==> src/rtl/abx_pkg.sv <==
// Package for the accumulator and bit-operation execute datapath
// Operation
// RULE1: Add immediate into accumulator, flags carry/half/zero
// RULE2: Add register to accumulator, flags carry/half/zero
// RULE3: Destination select zero accumulator, one register
// RULE4: AND immediate into accumulator, zero flag only
// RULE5: AND register to destination, zero flag only
// RULE6: Bit clear in register, flags untouched
// RULE7: Bit set in register, flags untouched
// RULE8: Skip-if-set: tested zero runs next normally
// RULE9: Skip-if-set: tested one inserts no-op cycle
// RULE10: Skip-if-clear: tested one runs next normally
// RULE11: Skip-if-clear: tested zero inserts no-op cycle
// RULE12: True conditional test takes two cycles
// RULE13: Port register operand read from pins
// RULE14: Full byte read-modify-write in one cycle
// RULE15: Zero flag set exactly when result zero
package abx_pkg;
  localparam int DATA_W = 8;
  localparam int ADDR_W = 7;
  localparam int BIT_W = 3;
  localparam logic [7:0] ACC_RESET = 8'h00;
  localparam logic [2:0] FLAGS_RESET = 3'h0;
  localparam int FLAG_ZERO = 0;
  localparam int FLAG_HALF = 1;
  localparam int FLAG_CARRY = 2;
  localparam int SKIP_CYCLES = 1;

  // Operation codes presented by the decoder
  typedef enum logic [3:0] {
    ABX_OP_NONE,
    ABX_OP_ADD_IMM,
    ABX_OP_ADD_REG,
    ABX_OP_AND_IMM,
    ABX_OP_AND_REG,
    ABX_OP_BIT_CLR,
    ABX_OP_BIT_SET,
    ABX_OP_TST_SET,
    ABX_OP_TST_CLR
  } abx_op_t;

  // One issued instruction
  typedef struct packed {
    abx_op_t op;
    logic [7:0] imm;
    logic [6:0] addr;
    logic [2:0] bit_sel;
    logic dest_reg;
  } abx_instr_t;

  // Register file write request
  typedef struct packed {
    logic we;
    logic [6:0] addr;
    logic [7:0] data;
  } abx_wr_t;
endpackage

==> src/rtl/abx_exec.sv <==
// Execute datapath for add, AND and bit operations of an 8-bit core
`timescale 1ns/1ps
`default_nettype none
module abx_exec (
  input wire logic CLK, // Core clock, 200 MHz
  input wire logic NRST, // Asynchronous reset, active low
  input wire logic ISSUE, // Instruction valid this cycle
  input wire abx_pkg::abx_instr_t INSTR, // Decoded instruction fields
  input wire logic [7:0] REG_RDATA, // Register file read data at INSTR.addr
  input wire logic IS_PORT, // Addressed register is an I/O port
  input wire logic [7:0] PIN_LEVEL, // Pin levels of the addressed port
  output logic [7:0] ACC, // Accumulator
  output logic [2:0] FLAGS, // Carry, half carry, zero
  output abx_pkg::abx_wr_t REG_WR, // Register write-back
  output logic SKIP, // Discard next fetched instruction
  output logic BUSY // Second, no-op cycle in progress
);
  import abx_pkg::*;

  logic rst_s1_q, rst_s2_q; // Reset release synchroniser
  logic rst_n;
  logic [7:0] acc_q, acc_d;
  logic [2:0] flags_q, flags_d;
  abx_wr_t wr_q, wr_d;
  logic skip_q, skip_d;
  logic [7:0] opnd; // Register operand
  logic [8:0] sum; // Adder with carry out
  logic [4:0] low_sum; // Low nibble adder
  logic [7:0] res; // Logic/arith result
  logic tbit; // Tested bit
  logic go; // Instruction accepted
  logic fwd_hit; // Pending write-back matches the read address

  // Zero detection used by every flag-updating path
  function automatic logic is_zero(input logic [7:0] v);
    return (v == 8'h00);
  endfunction

  // Two-flop reset release
  always_ff @(posedge CLK or negedge NRST) begin
    if (!NRST) begin
      rst_s1_q <= 1'b0;
      rst_s2_q <= 1'b0;
    end else begin
      rst_s1_q <= 1'b1;
      rst_s2_q <= rst_s1_q;
    end
  end
  assign rst_n = rst_s2_q;

  // No issue is taken while the inserted no-op runs
  assign go = ISSUE && !skip_q; // RULE12
  // Write-back lands in the register file one edge late, so a read of
  // the address just written must take the pending value instead
  assign fwd_hit = wr_q.we && (wr_q.addr == INSTR.addr);
  // Port registers are read from the pins, others from the latch
  assign opnd = IS_PORT ? PIN_LEVEL : (fwd_hit ? wr_q.data : REG_RDATA); // RULE13 RULE14
  // Second operand: immediate or register
  assign sum = {1'b0, acc_q} + {1'b0, (INSTR.op == ABX_OP_ADD_IMM) ? INSTR.imm : opnd};
  assign low_sum = {1'b0, acc_q[3:0]}
                 + {1'b0, (INSTR.op == ABX_OP_ADD_IMM) ? INSTR.imm[3:0] : opnd[3:0]};
  assign tbit = opnd[INSTR.bit_sel];

  // Result, destination and flag computation
  always_comb begin
    acc_d = acc_q;
    flags_d = flags_q;
    wr_d = '0;
    skip_d = 1'b0;
    res = 8'h00;
    if (go) begin
      case (INSTR.op)
        ABX_OP_ADD_IMM, ABX_OP_ADD_REG: begin
          res = sum[7:0]; // RULE1 RULE2
          flags_d[FLAG_CARRY] = sum[8];
          flags_d[FLAG_HALF] = low_sum[4];
          flags_d[FLAG_ZERO] = is_zero(res); // RULE15
        end
        ABX_OP_AND_IMM: begin
          res = acc_q & INSTR.imm; // RULE4
          flags_d[FLAG_ZERO] = is_zero(res); // RULE15
        end
        ABX_OP_AND_REG: begin
          res = acc_q & opnd; // RULE5
          flags_d[FLAG_ZERO] = is_zero(res); // RULE15
        end
        ABX_OP_BIT_CLR: begin
          res = opnd & ~(8'h01 << INSTR.bit_sel); // RULE6 RULE14
        end
        ABX_OP_BIT_SET: begin
          res = opnd | (8'h01 << INSTR.bit_sel); // RULE7 RULE14
        end
        ABX_OP_TST_SET: begin
          skip_d = tbit; // RULE8 RULE9
        end
        ABX_OP_TST_CLR: begin
          skip_d = !tbit; // RULE10 RULE11
        end
        default: begin
          res = 8'h00;
        end
      endcase
      // Destination routing
      case (INSTR.op)
        ABX_OP_ADD_IMM, ABX_OP_AND_IMM: begin
          acc_d = res; // RULE1 RULE4
        end
        ABX_OP_ADD_REG, ABX_OP_AND_REG: begin
          if (INSTR.dest_reg) begin
            wr_d = '{we: 1'b1, addr: INSTR.addr, data: res}; // RULE3 RULE14
          end else begin
            acc_d = res; // RULE3
          end
        end
        ABX_OP_BIT_CLR, ABX_OP_BIT_SET: begin
          wr_d = '{we: 1'b1, addr: INSTR.addr, data: res}; // RULE14
        end
        default: begin
          acc_d = acc_q;
        end
      endcase
    end
  end

  // Accumulator and flags
  always_ff @(posedge CLK or negedge rst_n) begin
    if (!rst_n) begin
      acc_q <= ACC_RESET;
      flags_q <= FLAGS_RESET;
    end else begin
      acc_q <= acc_d;
      flags_q <= flags_d;
    end
  end

  // Write-back and skip pipeline
  always_ff @(posedge CLK or negedge rst_n) begin
    if (!rst_n) begin
      wr_q <= '0;
      skip_q <= 1'b0;
    end else begin
      wr_q <= wr_d;
      skip_q <= skip_d; // RULE9 RULE11
    end
  end

  assign ACC = acc_q;
  assign FLAGS = flags_q;
  assign REG_WR = wr_q;
  assign SKIP = skip_q;
  assign BUSY = skip_q;
endmodule
`default_nettype wire

==> config.mk <==
export PLATFORM = sky130hd
export DESIGN_NAME = abx_exec
export DESIGN_NICKNAME = d
export VERILOG_FILES = /design/src/rtl/abx_pkg.sv /design/src/rtl/abx_exec.sv
export SDC_FILE = /design/constraint.sdc
export NUM_CORES = 1
export LEC_CHECK = 0
export CORE_ASPECT_RATIO = 0.9
export CORE_MARGIN = 2
export CORE_UTILIZATION = 60
export DETAILED_ROUTE_END_ITERATION = 16
export DONT_BUFFER_PORTS = 1
export PLACE_DENSITY = 0.86
export SYNTH_ARGS = -nofsm -noshare
export SYNTH_HDL_FRONTEND = slang
export SYNTH_SLANG_ARGS = --single-unit
export TNS_END_PERCENT = 100
==> constraint.sdc <==
create_clock -name CLK -period 1.2 [get_ports CLK]
set_input_delay 0.24 -clock CLK [delete_from_list [all_inputs] [get_ports CLK]]
set_output_delay 0.24 -clock CLK [all_outputs]
set_load 0.05 [all_outputs]
==> results.sh, run 1 <==
export IMPL_status="stopped before the end"
export IMPL_cts_buffers=5
export IMPL_repair_timing_grt_worst_ep="FLAGS[0]$_DFFE_PN0P_/D"
export IMPL_gp_congestion=0.930
export IMPL_fp_dieW_um=72.7
export IMPL_yosysWarningCount=0
export IMPL_grt_max_degree=17
export IMPL_postSynthCellCount=306
export IMPL_die_h_um=65.8
export IMPL_clk_path_buf_depth=2
export IMPL_async_reset_ff_share_pct=100
export IMPL_ys_flop_type="dfrtp_1"
export IMPL_syn_area_per_cell_um2=8.32
export IMPL_ys_top_cells_by_count="dfrtp_1, nand2_1, a21oi_1"
export IMPL_worst_ep_kind="sequential cell input"
export IMPL_lastStage="5_1_grt"
export IMPL_synth_area_leader_cell="dfrtp_1"
export IMPL_rows=22
export IMPL_initial_core_util_pct=62.5
export IMPL_synth_top_area_share_pct=29.5
export IMPL_post_synth_top_count_cell="dfrtp_1"
export IMPL_synthTopCellsByArea="dfrtp_1, a21oi_1, o21ai_0, ha_1, nand2_1"
export IMPL_cts_sinks=30
export IMPL_ys_types=61
export IMPL_stop_error="[ERROR DPL-0038] Utilization greater than 100%, impossible to legalize"
export IMPL_syn_nets=358
export IMPL_port_buffer_count=0
export IMPL_dp_final_hpwl_mm=7.00
export IMPL_seq_area_frac_synth_pct=29.5
export IMPL_synthesis_area_um2=2540
export IMPL_placed_cells=441
export IMPL_pin_count=72
export IMPL_cts_htree_levels=2
export IMPL_synth_edf_count=0
export IMPL_clockRootBuffer="clkbuf_8"
export IMPL_synth_seq_cells=30
==> kinds of logic after synthesis <==
family / share of synthesized area (%)
AO/OA/AOI/OAI: 27.4
XOR/XNOR: 3.79
adder cells (fa/ha/maj): 4.72
buffers and inverters: 6.39
flip-flops: 29.5
multiplexers: 5.65
other: 0.147
AND/OR/NAND/NOR: 22.4
==> metrics by stage <==
stage | util, % | TNS [ns] | hold slack (ns) | instance area, µm² | worst slack [ns]
4_1_cts | 91.7 | -34.36 | 0.0667 | 3740 | -2.04
3_5_place_dp | 83.9 | -37.23 | -0.0555 | 3420 | -2.13
3_3_place_gp | 83.9 | -33.65 | -0.0555 | 3420 | -1.92
2_1_floorplan | - | -32.01 | -0.0556 | 2700 | -1.97
==> repair_timing <==
action                     in CTS
pin swaps                      11
resized for setup              38
hold buffers                    1
setup endpoints to repair      35
setup buffers                  11
hold endpoints to repair        2
==> inputs of run 2 (changes only) <==
CORE_ASPECT_RATIO = default   (was 0.9)
CORE_UTILIZATION = 40   (was 60)
PLACE_DENSITY = default   (was 0.86)
PLACE_DENSITY_LB_ADDON = 0.15   (was default)
==> results.sh, run 2 <==
export IMPL_slowest_stage="or4_1"
export IMPL_pin_count=72
export IMPL_rows=29
export IMPL_yosysWarningCount=0
export IMPL_track_usage_pct=26.5
export IMPL_post_route_drc_count=0
export IMPL_diodes=0
export IMPL_worstPathMaxFanout=5
export IMPL_clk_path_buf_depth=2
export IMPL_initial_core_util_pct=40.8
export IMPL_wl_per_cell_um=18.9
export IMPL_ys_types=61
export IMPL_whs_ns=0.0761
export IMPL_fin_crit_sh_pct=280
export IMPL_finalPower_uw=4450
export IMPL_synth_top_area_share_pct=29.5
export IMPL_critPathArrivalTime_ns=3.56
export IMPL_finalInstanceArea_um2=4140
export IMPL_overflow=0
export IMPL_ys_top_cells_by_count="dfrtp_1, nand2_1, a21oi_1"
export IMPL_area_growth_pct=62.7
export IMPL_synth_edf_count=0
export IMPL_end_kind="register"
export IMPL_syn_area_per_cell_um2=8.32
export IMPL_syn_nets=358
export IMPL_firstDrtPassIters=5
export IMPL_seq_area_frac_synth_pct=29.5
export IMPL_final_cell_mix="buf_4, nand2_1, nor2_1, buf_6, dfrtp_1"
export IMPL_postPlaceCellArea_um2=3480
export IMPL_grt_pass1_wl_mm=14.8
export IMPL_dp_final_hpwl_mm=7.00
export IMPL_antenna_left=0
export IMPL_gp_congestion=0.872
export IMPL_utilization_pct=66.3
export IMPL_synth_seq_cells=30
export IMPL_p_leak_uw=0.00177
export IMPL_cts_buffers=5
export IMPL_violations="setup timing"
export IMPL_worst_setup_path_start_kind="register"
export IMPL_layout_nets=477
export IMPL_vias=2938
export IMPL_maxCapViolations=0
export IMPL_drive_gt1_share_pct=52.3
export IMPL_largest_register_ffs=16
export IMPL_p_per_area_nw_per_um2=1070
export IMPL_clockRootBuffer="clkbuf_8"
export IMPL_worstPathRequired_ns=1.40
export IMPL_die_area_um2=7020
export IMPL_tightest_slew_ns=0.521
export IMPL_clk_pin_slew_worst_paths_ns=0.08
export IMPL_slew_violations=0
export IMPL_cts_sinks=30
export IMPL_hold_viol_final=0
export IMPL_synth_area_leader_cell="dfrtp_1"
export IMPL_setup_ws_ns=-2.16
export IMPL_wirelength_mm=9.51
export IMPL_die_h_um=83.8
export IMPL_layout_commonest_cell="buf_4"
export IMPL_grt_setup_unrepaired="yes"
export IMPL_slew_headroom_pct=65.0
export IMPL_setup_viol=32
export IMPL_max_stage_delay_ns=0.51
export IMPL_first_iter_violations=143
export IMPL_ys_flop_type="dfrtp_1"
export IMPL_setup_tns_ns=-37.36
export IMPL_postSynthCellCount=306
export IMPL_via_per_inst=5.84
export IMPL_synthTopCellsByArea="dfrtp_1, a21oi_1, o21ai_0, ha_1, nand2_1"
export IMPL_grt_pass1_vias=3028
export IMPL_core_area_um2=6240
export IMPL_post_synth_top_count_cell="dfrtp_1"
export IMPL_clock_latency_ns=0.29
export IMPL_fmax_ghz=0.298
export IMPL_port_buffer_count=0
export IMPL_antenna_found_initial=0
export IMPL_hp_class="in -> reg"
export IMPL_crit_type="reg -> reg"
export IMPL_ir_drop_v=0.000856
export IMPL_status="complete, but fails checks"
export IMPL_cts_htree_levels=2
export IMPL_cts_tree="yes"
export IMPL_synthesis_area_um2=2540
export IMPL_critPathMostFrequentCell="o21ai_2"
export IMPL_fin_crit_ns=3.36
export IMPL_cp_cell_sequence="xnor2_2 > nand4_1 > o21ai_2 > a31oi_4 > mux2_4 > ha_4 > inv_2 > fa_2 > nor2b_2 > o21ai_2 > nand2_2 > xor2_2 > or4_1 > o31ai_2"
export IMPL_fin_skew_ns=0.00659
export IMPL_async_reset_ff_share_pct=100
export IMPL_grt_max_degree=29
export IMPL_fp_dieW_um=83.8
## run 2: what timing repair did
action                                 4_1_cts  5_1_grt
pin swaps                                   16       20
setup endpoints to repair                   38       43
gates resized for setup                     49       50
endpoints found under the hold margin        2        0
hold buffers                                 1        0
buffers inserted                            12       16
## run 2: worst paths after layout
path                                      start                   end  slack (ns)  cells after the start
hold reg to reg                 rst_n$_DFF_PN0_    ACC[6]$_DFFE_PN0P_        0.25                      1
min in group asynchronous                  NRST       rst_n$_DFF_PN0_        0.18                      1
hold / removal                         INSTR[4]   REG_WR[8]$_DFF_PN0_        0.08                      1
max in group asynchronous       rst_n$_DFF_PN0_    ACC[1]$_DFFE_PN0P_        0.64                      1
setup reg to reg           REG_WR[12]$_DFF_PN0_  FLAGS[0]$_DFFE_PN0P_       -2.16                     14
setup / recovery           REG_WR[12]$_DFF_PN0_  FLAGS[0]$_DFFE_PN0P_       -2.16                     14
## run 2: logic make-up after synthesis
| group | after synthesis | share of synthesized area (%) |
|---|---|---|
| muxes | 11 | 5.65 |
| other | 1 | 0.147 |
| AOI/OAI and AO/OA | 105 | 27.4 |
| and+or+nand+nor | 110 | 22.4 |
| DFF | 30 | 29.5 |
| xor gates and xnor gates | 11 | 3.79 |
| buffers and inverters | 29 | 6.39 |
| adders and majority gates | 9 | 4.72 |
## run 2: routing by layer
metal / vias up / part of all wire [%] / GRT usage [%]
met5: - / 0 / 0
met4: 0 / 2.6 / 7.92
met3: 30 / 6.5 / 5.04
met2: 114 / 51 / 46.4
met1: 1405 / 39 / 33.0
li1: 1389 / - / -
## run 2: report_power, final
group,switching (µW),total [µW],internal (µW)
clock,436,843,407
sequential,151,1260,1110
combinational,1200,2340,1130
total,1790,4450,2650
## run 2: per-stage QoR
stage | cells | setup slack [ns]
6_report | 503 | -2.16
5_1_grt | 503 | -2.33
4_1_cts | 491 | -2.02
3_5_place_dp | 473 | -2.12
3_3_place_gp | 473 | -2.06
2_1_floorplan | 306 | -1.97
## run 2: critical path, delay by kind of cell, from the launching register on
| family | cells | cell delay, ns |
|---|---|---|
| AO/OA/AOI/OAI | 4 | 0.80 |
| XOR/XNOR | 2 | 0.39 |
| adder cells (fa/ha/maj) | 2 | 0.36 |
| buffers and inverters | 1 | 0.05 |
| flip-flops | 1 | 0.43 |
| multiplexers | 1 | 0.30 |
| AND/OR/NAND/NOR | 4 | 0.95 |
## run 2: layout make-up
class / count / area (µm²)
Sequential cell: 30 / 766
Multi-Input combinational cell: 247 / 2040
Timing Repair Buffer: 128 / 1100
Inverter: 13 / 51.3
Clock buffer: 5 / 68.8
Clock inverter: 3 / 21.3
Fill cell: 509 / 2100
Tap cell: 77 / 96.3
Note: power is estimated with default switching activity, not from simulation.
==> inputs of run 3 (changes only) <==
SETUP_SLACK_MARGIN = 0.02   (was default)
clock period = 3.6 ns   (was 1.2 ns; I/O delays follow)
==> results.sh, run 3 (same netlist as run 2, synthesis figures left out) <==
export IMPL_status="complete, no violations"
export IMPL_antenna_left=0
export IMPL_clock_latency_ns=0.29
export IMPL_tightest_slew_ns=1.05
export IMPL_placed_cells=421
export IMPL_fmax_ghz=0.298
export IMPL_max_stage_delay_ns=0.54
export IMPL_cts_tree="yes"
export IMPL_grt_pass1_wl_mm=13.4
export IMPL_instances_no_fill=429
export IMPL_clockRootBuffer="clkbuf_8"
export IMPL_antenna_found_initial=0
export IMPL_p_leak_uw=0.00134
export IMPL_slowest_stage="or4_1"
export IMPL_area_growth_pct=23.3
export IMPL_drive_gt1_share_pct=26.4
export IMPL_clk_path_buf_depth=2
export IMPL_wirelength_mm=8.31
export IMPL_fin_skew_ns=0.00819
export IMPL_postPlaceCellArea_um2=2930
export IMPL_final_cell_mix="buf_4, dfrtp_1, nand2_1, nor2_1, a21oi_1"
export IMPL_grt_use_met2_pct=39.3
export IMPL_slew_headroom_pct=29.8
export IMPL_cp_cell_sequence="xnor2_2 > buf_4 > and4_1 > nand3_2 > a31oi_1 > mux2_2 > ha_1 > a21o_1 > a21oi_2 > o21ai_1 > a211oi_1 > a21oi_1 > or4_1 > o31ai_2"
export IMPL_end_kind="register"
export IMPL_worstPathRequired_ns=3.80
export IMPL_core_area_um2=6240
export IMPL_r2r_start="REG_WR[11]$_DFF_PN0_"
export IMPL_clk_pin_slew_worst_paths_ns=0.08
export IMPL_worstPathMaxFanout=3
export IMPL_critPathArrivalTime_ns=3.56
export IMPL_crit_type="in -> reg"
export IMPL_layout_nets=404
export IMPL_track_usage_pct=24.3
export IMPL_cts_htree_levels=2
export IMPL_diodes=0
export IMPL_grt_util_met3_pct=6.03
export IMPL_fin_crit_ns=3.36
export IMPL_fin_crit_sh_pct=93.3
export IMPL_first_iter_violations=184
export IMPL_p_per_area_nw_per_um2=420
export IMPL_rows=29
export IMPL_maxCapViolations=0
export IMPL_hold_viol_final=0
export IMPL_setup_ws_ns=0.243
export IMPL_utilization_pct=50.3
export IMPL_largest_register_ffs=16
export IMPL_pin_count=72
export IMPL_overflow=0
export IMPL_vias=2581
export IMPL_cts_buffers=5
export IMPL_hp_class="in -> async"
export IMPL_dp_final_hpwl_mm=6.42
export IMPL_via_per_inst=6.02
export IMPL_setup_viol=0
export IMPL_dpl_worst_slack_ns=-0.175
export IMPL_crit_start="INSTR[7]"
export IMPL_grt_max_degree=17
export IMPL_grt_pass1_vias=2481
export IMPL_initial_core_util_pct=40.8
export IMPL_r2r_end="FLAGS[0]$_DFFE_PN0P_"
export IMPL_worst_setup_path_start_kind="input pin"
export IMPL_post_route_drc_count=0
export IMPL_slew_violations=0
export IMPL_hold_buffers=0
export IMPL_firstDrtPassIters=5
export IMPL_top_usage_layer="met2"
export IMPL_fp_dieW_um=83.8
export IMPL_grt_setup_unrepaired="no"
export IMPL_port_buffer_count=0
export IMPL_r2r_setup_slack_ns=0.26
export IMPL_ff2ff_path_depth=14
export IMPL_ir_drop_v=0.000269
export IMPL_wl_per_cell_um=19.4
export IMPL_die_h_um=83.8
export IMPL_cts_sinks=30
export IMPL_layout_commonest_cell="buf_4"
export IMPL_grtUsageMet1_pct=32.7
export IMPL_die_area_um2=7020
export IMPL_gp_congestion=0.880
export IMPL_finalInstanceArea_um2=3140
run 3: cell count changes in the layout (fill, tap and decap cells not counted), moves of 6 or more:
cell / previous run / this run
buf_4: 99 / 55
buf_6: 20 / 0
buf_8: 8 / 0
dfrtp_2: 12 / 0
o21ai_0: 12 / 20
dfrtp_1: 18 / 30
o21ai_2: 8 / 2
run 3: layout make-up:
| type | instances | area (µm²) |
|---|---|---|
| flip-flops and latches | 30 | 751 |
| clock inverters | 1 | 30.0 |
| fillers | 612 | 3100 |
| inverters | 13 | 48.8 |
| multi-input cells | 247 | 1720 |
| well taps | 77 | 96.3 |
| clock buffers | 6 | 82.6 |
| repair buffers | 55 | 413 |
run 3: power breakdown:
part / total [µW] / internal [µW] / switching, µW
logic: 486 / 210 / 276
clock network: 362 / 221 / 140
registers: 471 / 368 / 103
run 3: worst max-delay path by stage:
stage | end | slack [ns] | cells past startpoint
global route | FLAGS[0]$_DFFE_PN0P_ | 0.02 | 14
floorplan | FLAGS[0]$_DFFE_PN0P_ | 0.02 | 13
detailed placement | FLAGS[0]$_DFFE_PN0P_ | -0.17 | 13
CTS | REG_WR[6]$_DFF_PN0_ | 0.09 | 15
global placement | REG_WR[6]$_DFF_PN0_ | -0.16 | 14
finish | FLAGS[0]$_DFFE_PN0P_ | 0.24 | 14
run 3: timing repair:
item | CTS | global route
setup buffers | 0 | 1
gates resized for setup | 0 | 15
endpoints found under the setup margin | 0 | 5
hold endpoints to repair | 0 | 0
run 3: critical path: cells and delay by family:
kind                       cells  cell delay [ns]
xor gates and xnor gates       1             0.20
and+or+nand+nor                3             0.86
adders and majority gates      1             0.22
AOI/OAI and AO/OA              7             1.18
muxes                          1             0.22
buffers and inverters          1             0.14
run 3: routing by layer:
layer  share of wire [%]  vias up
li1                    -     1239
met1                  44     1242
met2                  48       91
met3                 6.9        9
met4                 1.1        0
met5                   0        -
run 3: per-stage QoR:
stage / setup TNS (ns) / hold slack [ns] / total power, µW
4_1_cts: 0 / 0.118 / 1300
3_5_place_dp: -0.579 / 0.263 / 942
2_1_floorplan: 0 / 0.331 / 786
3_3_place_gp: -0.514 / 0.253 / 941
5_1_grt: 0 / 0.103 / 1390
6_report: 0 / 0.126 / 1320
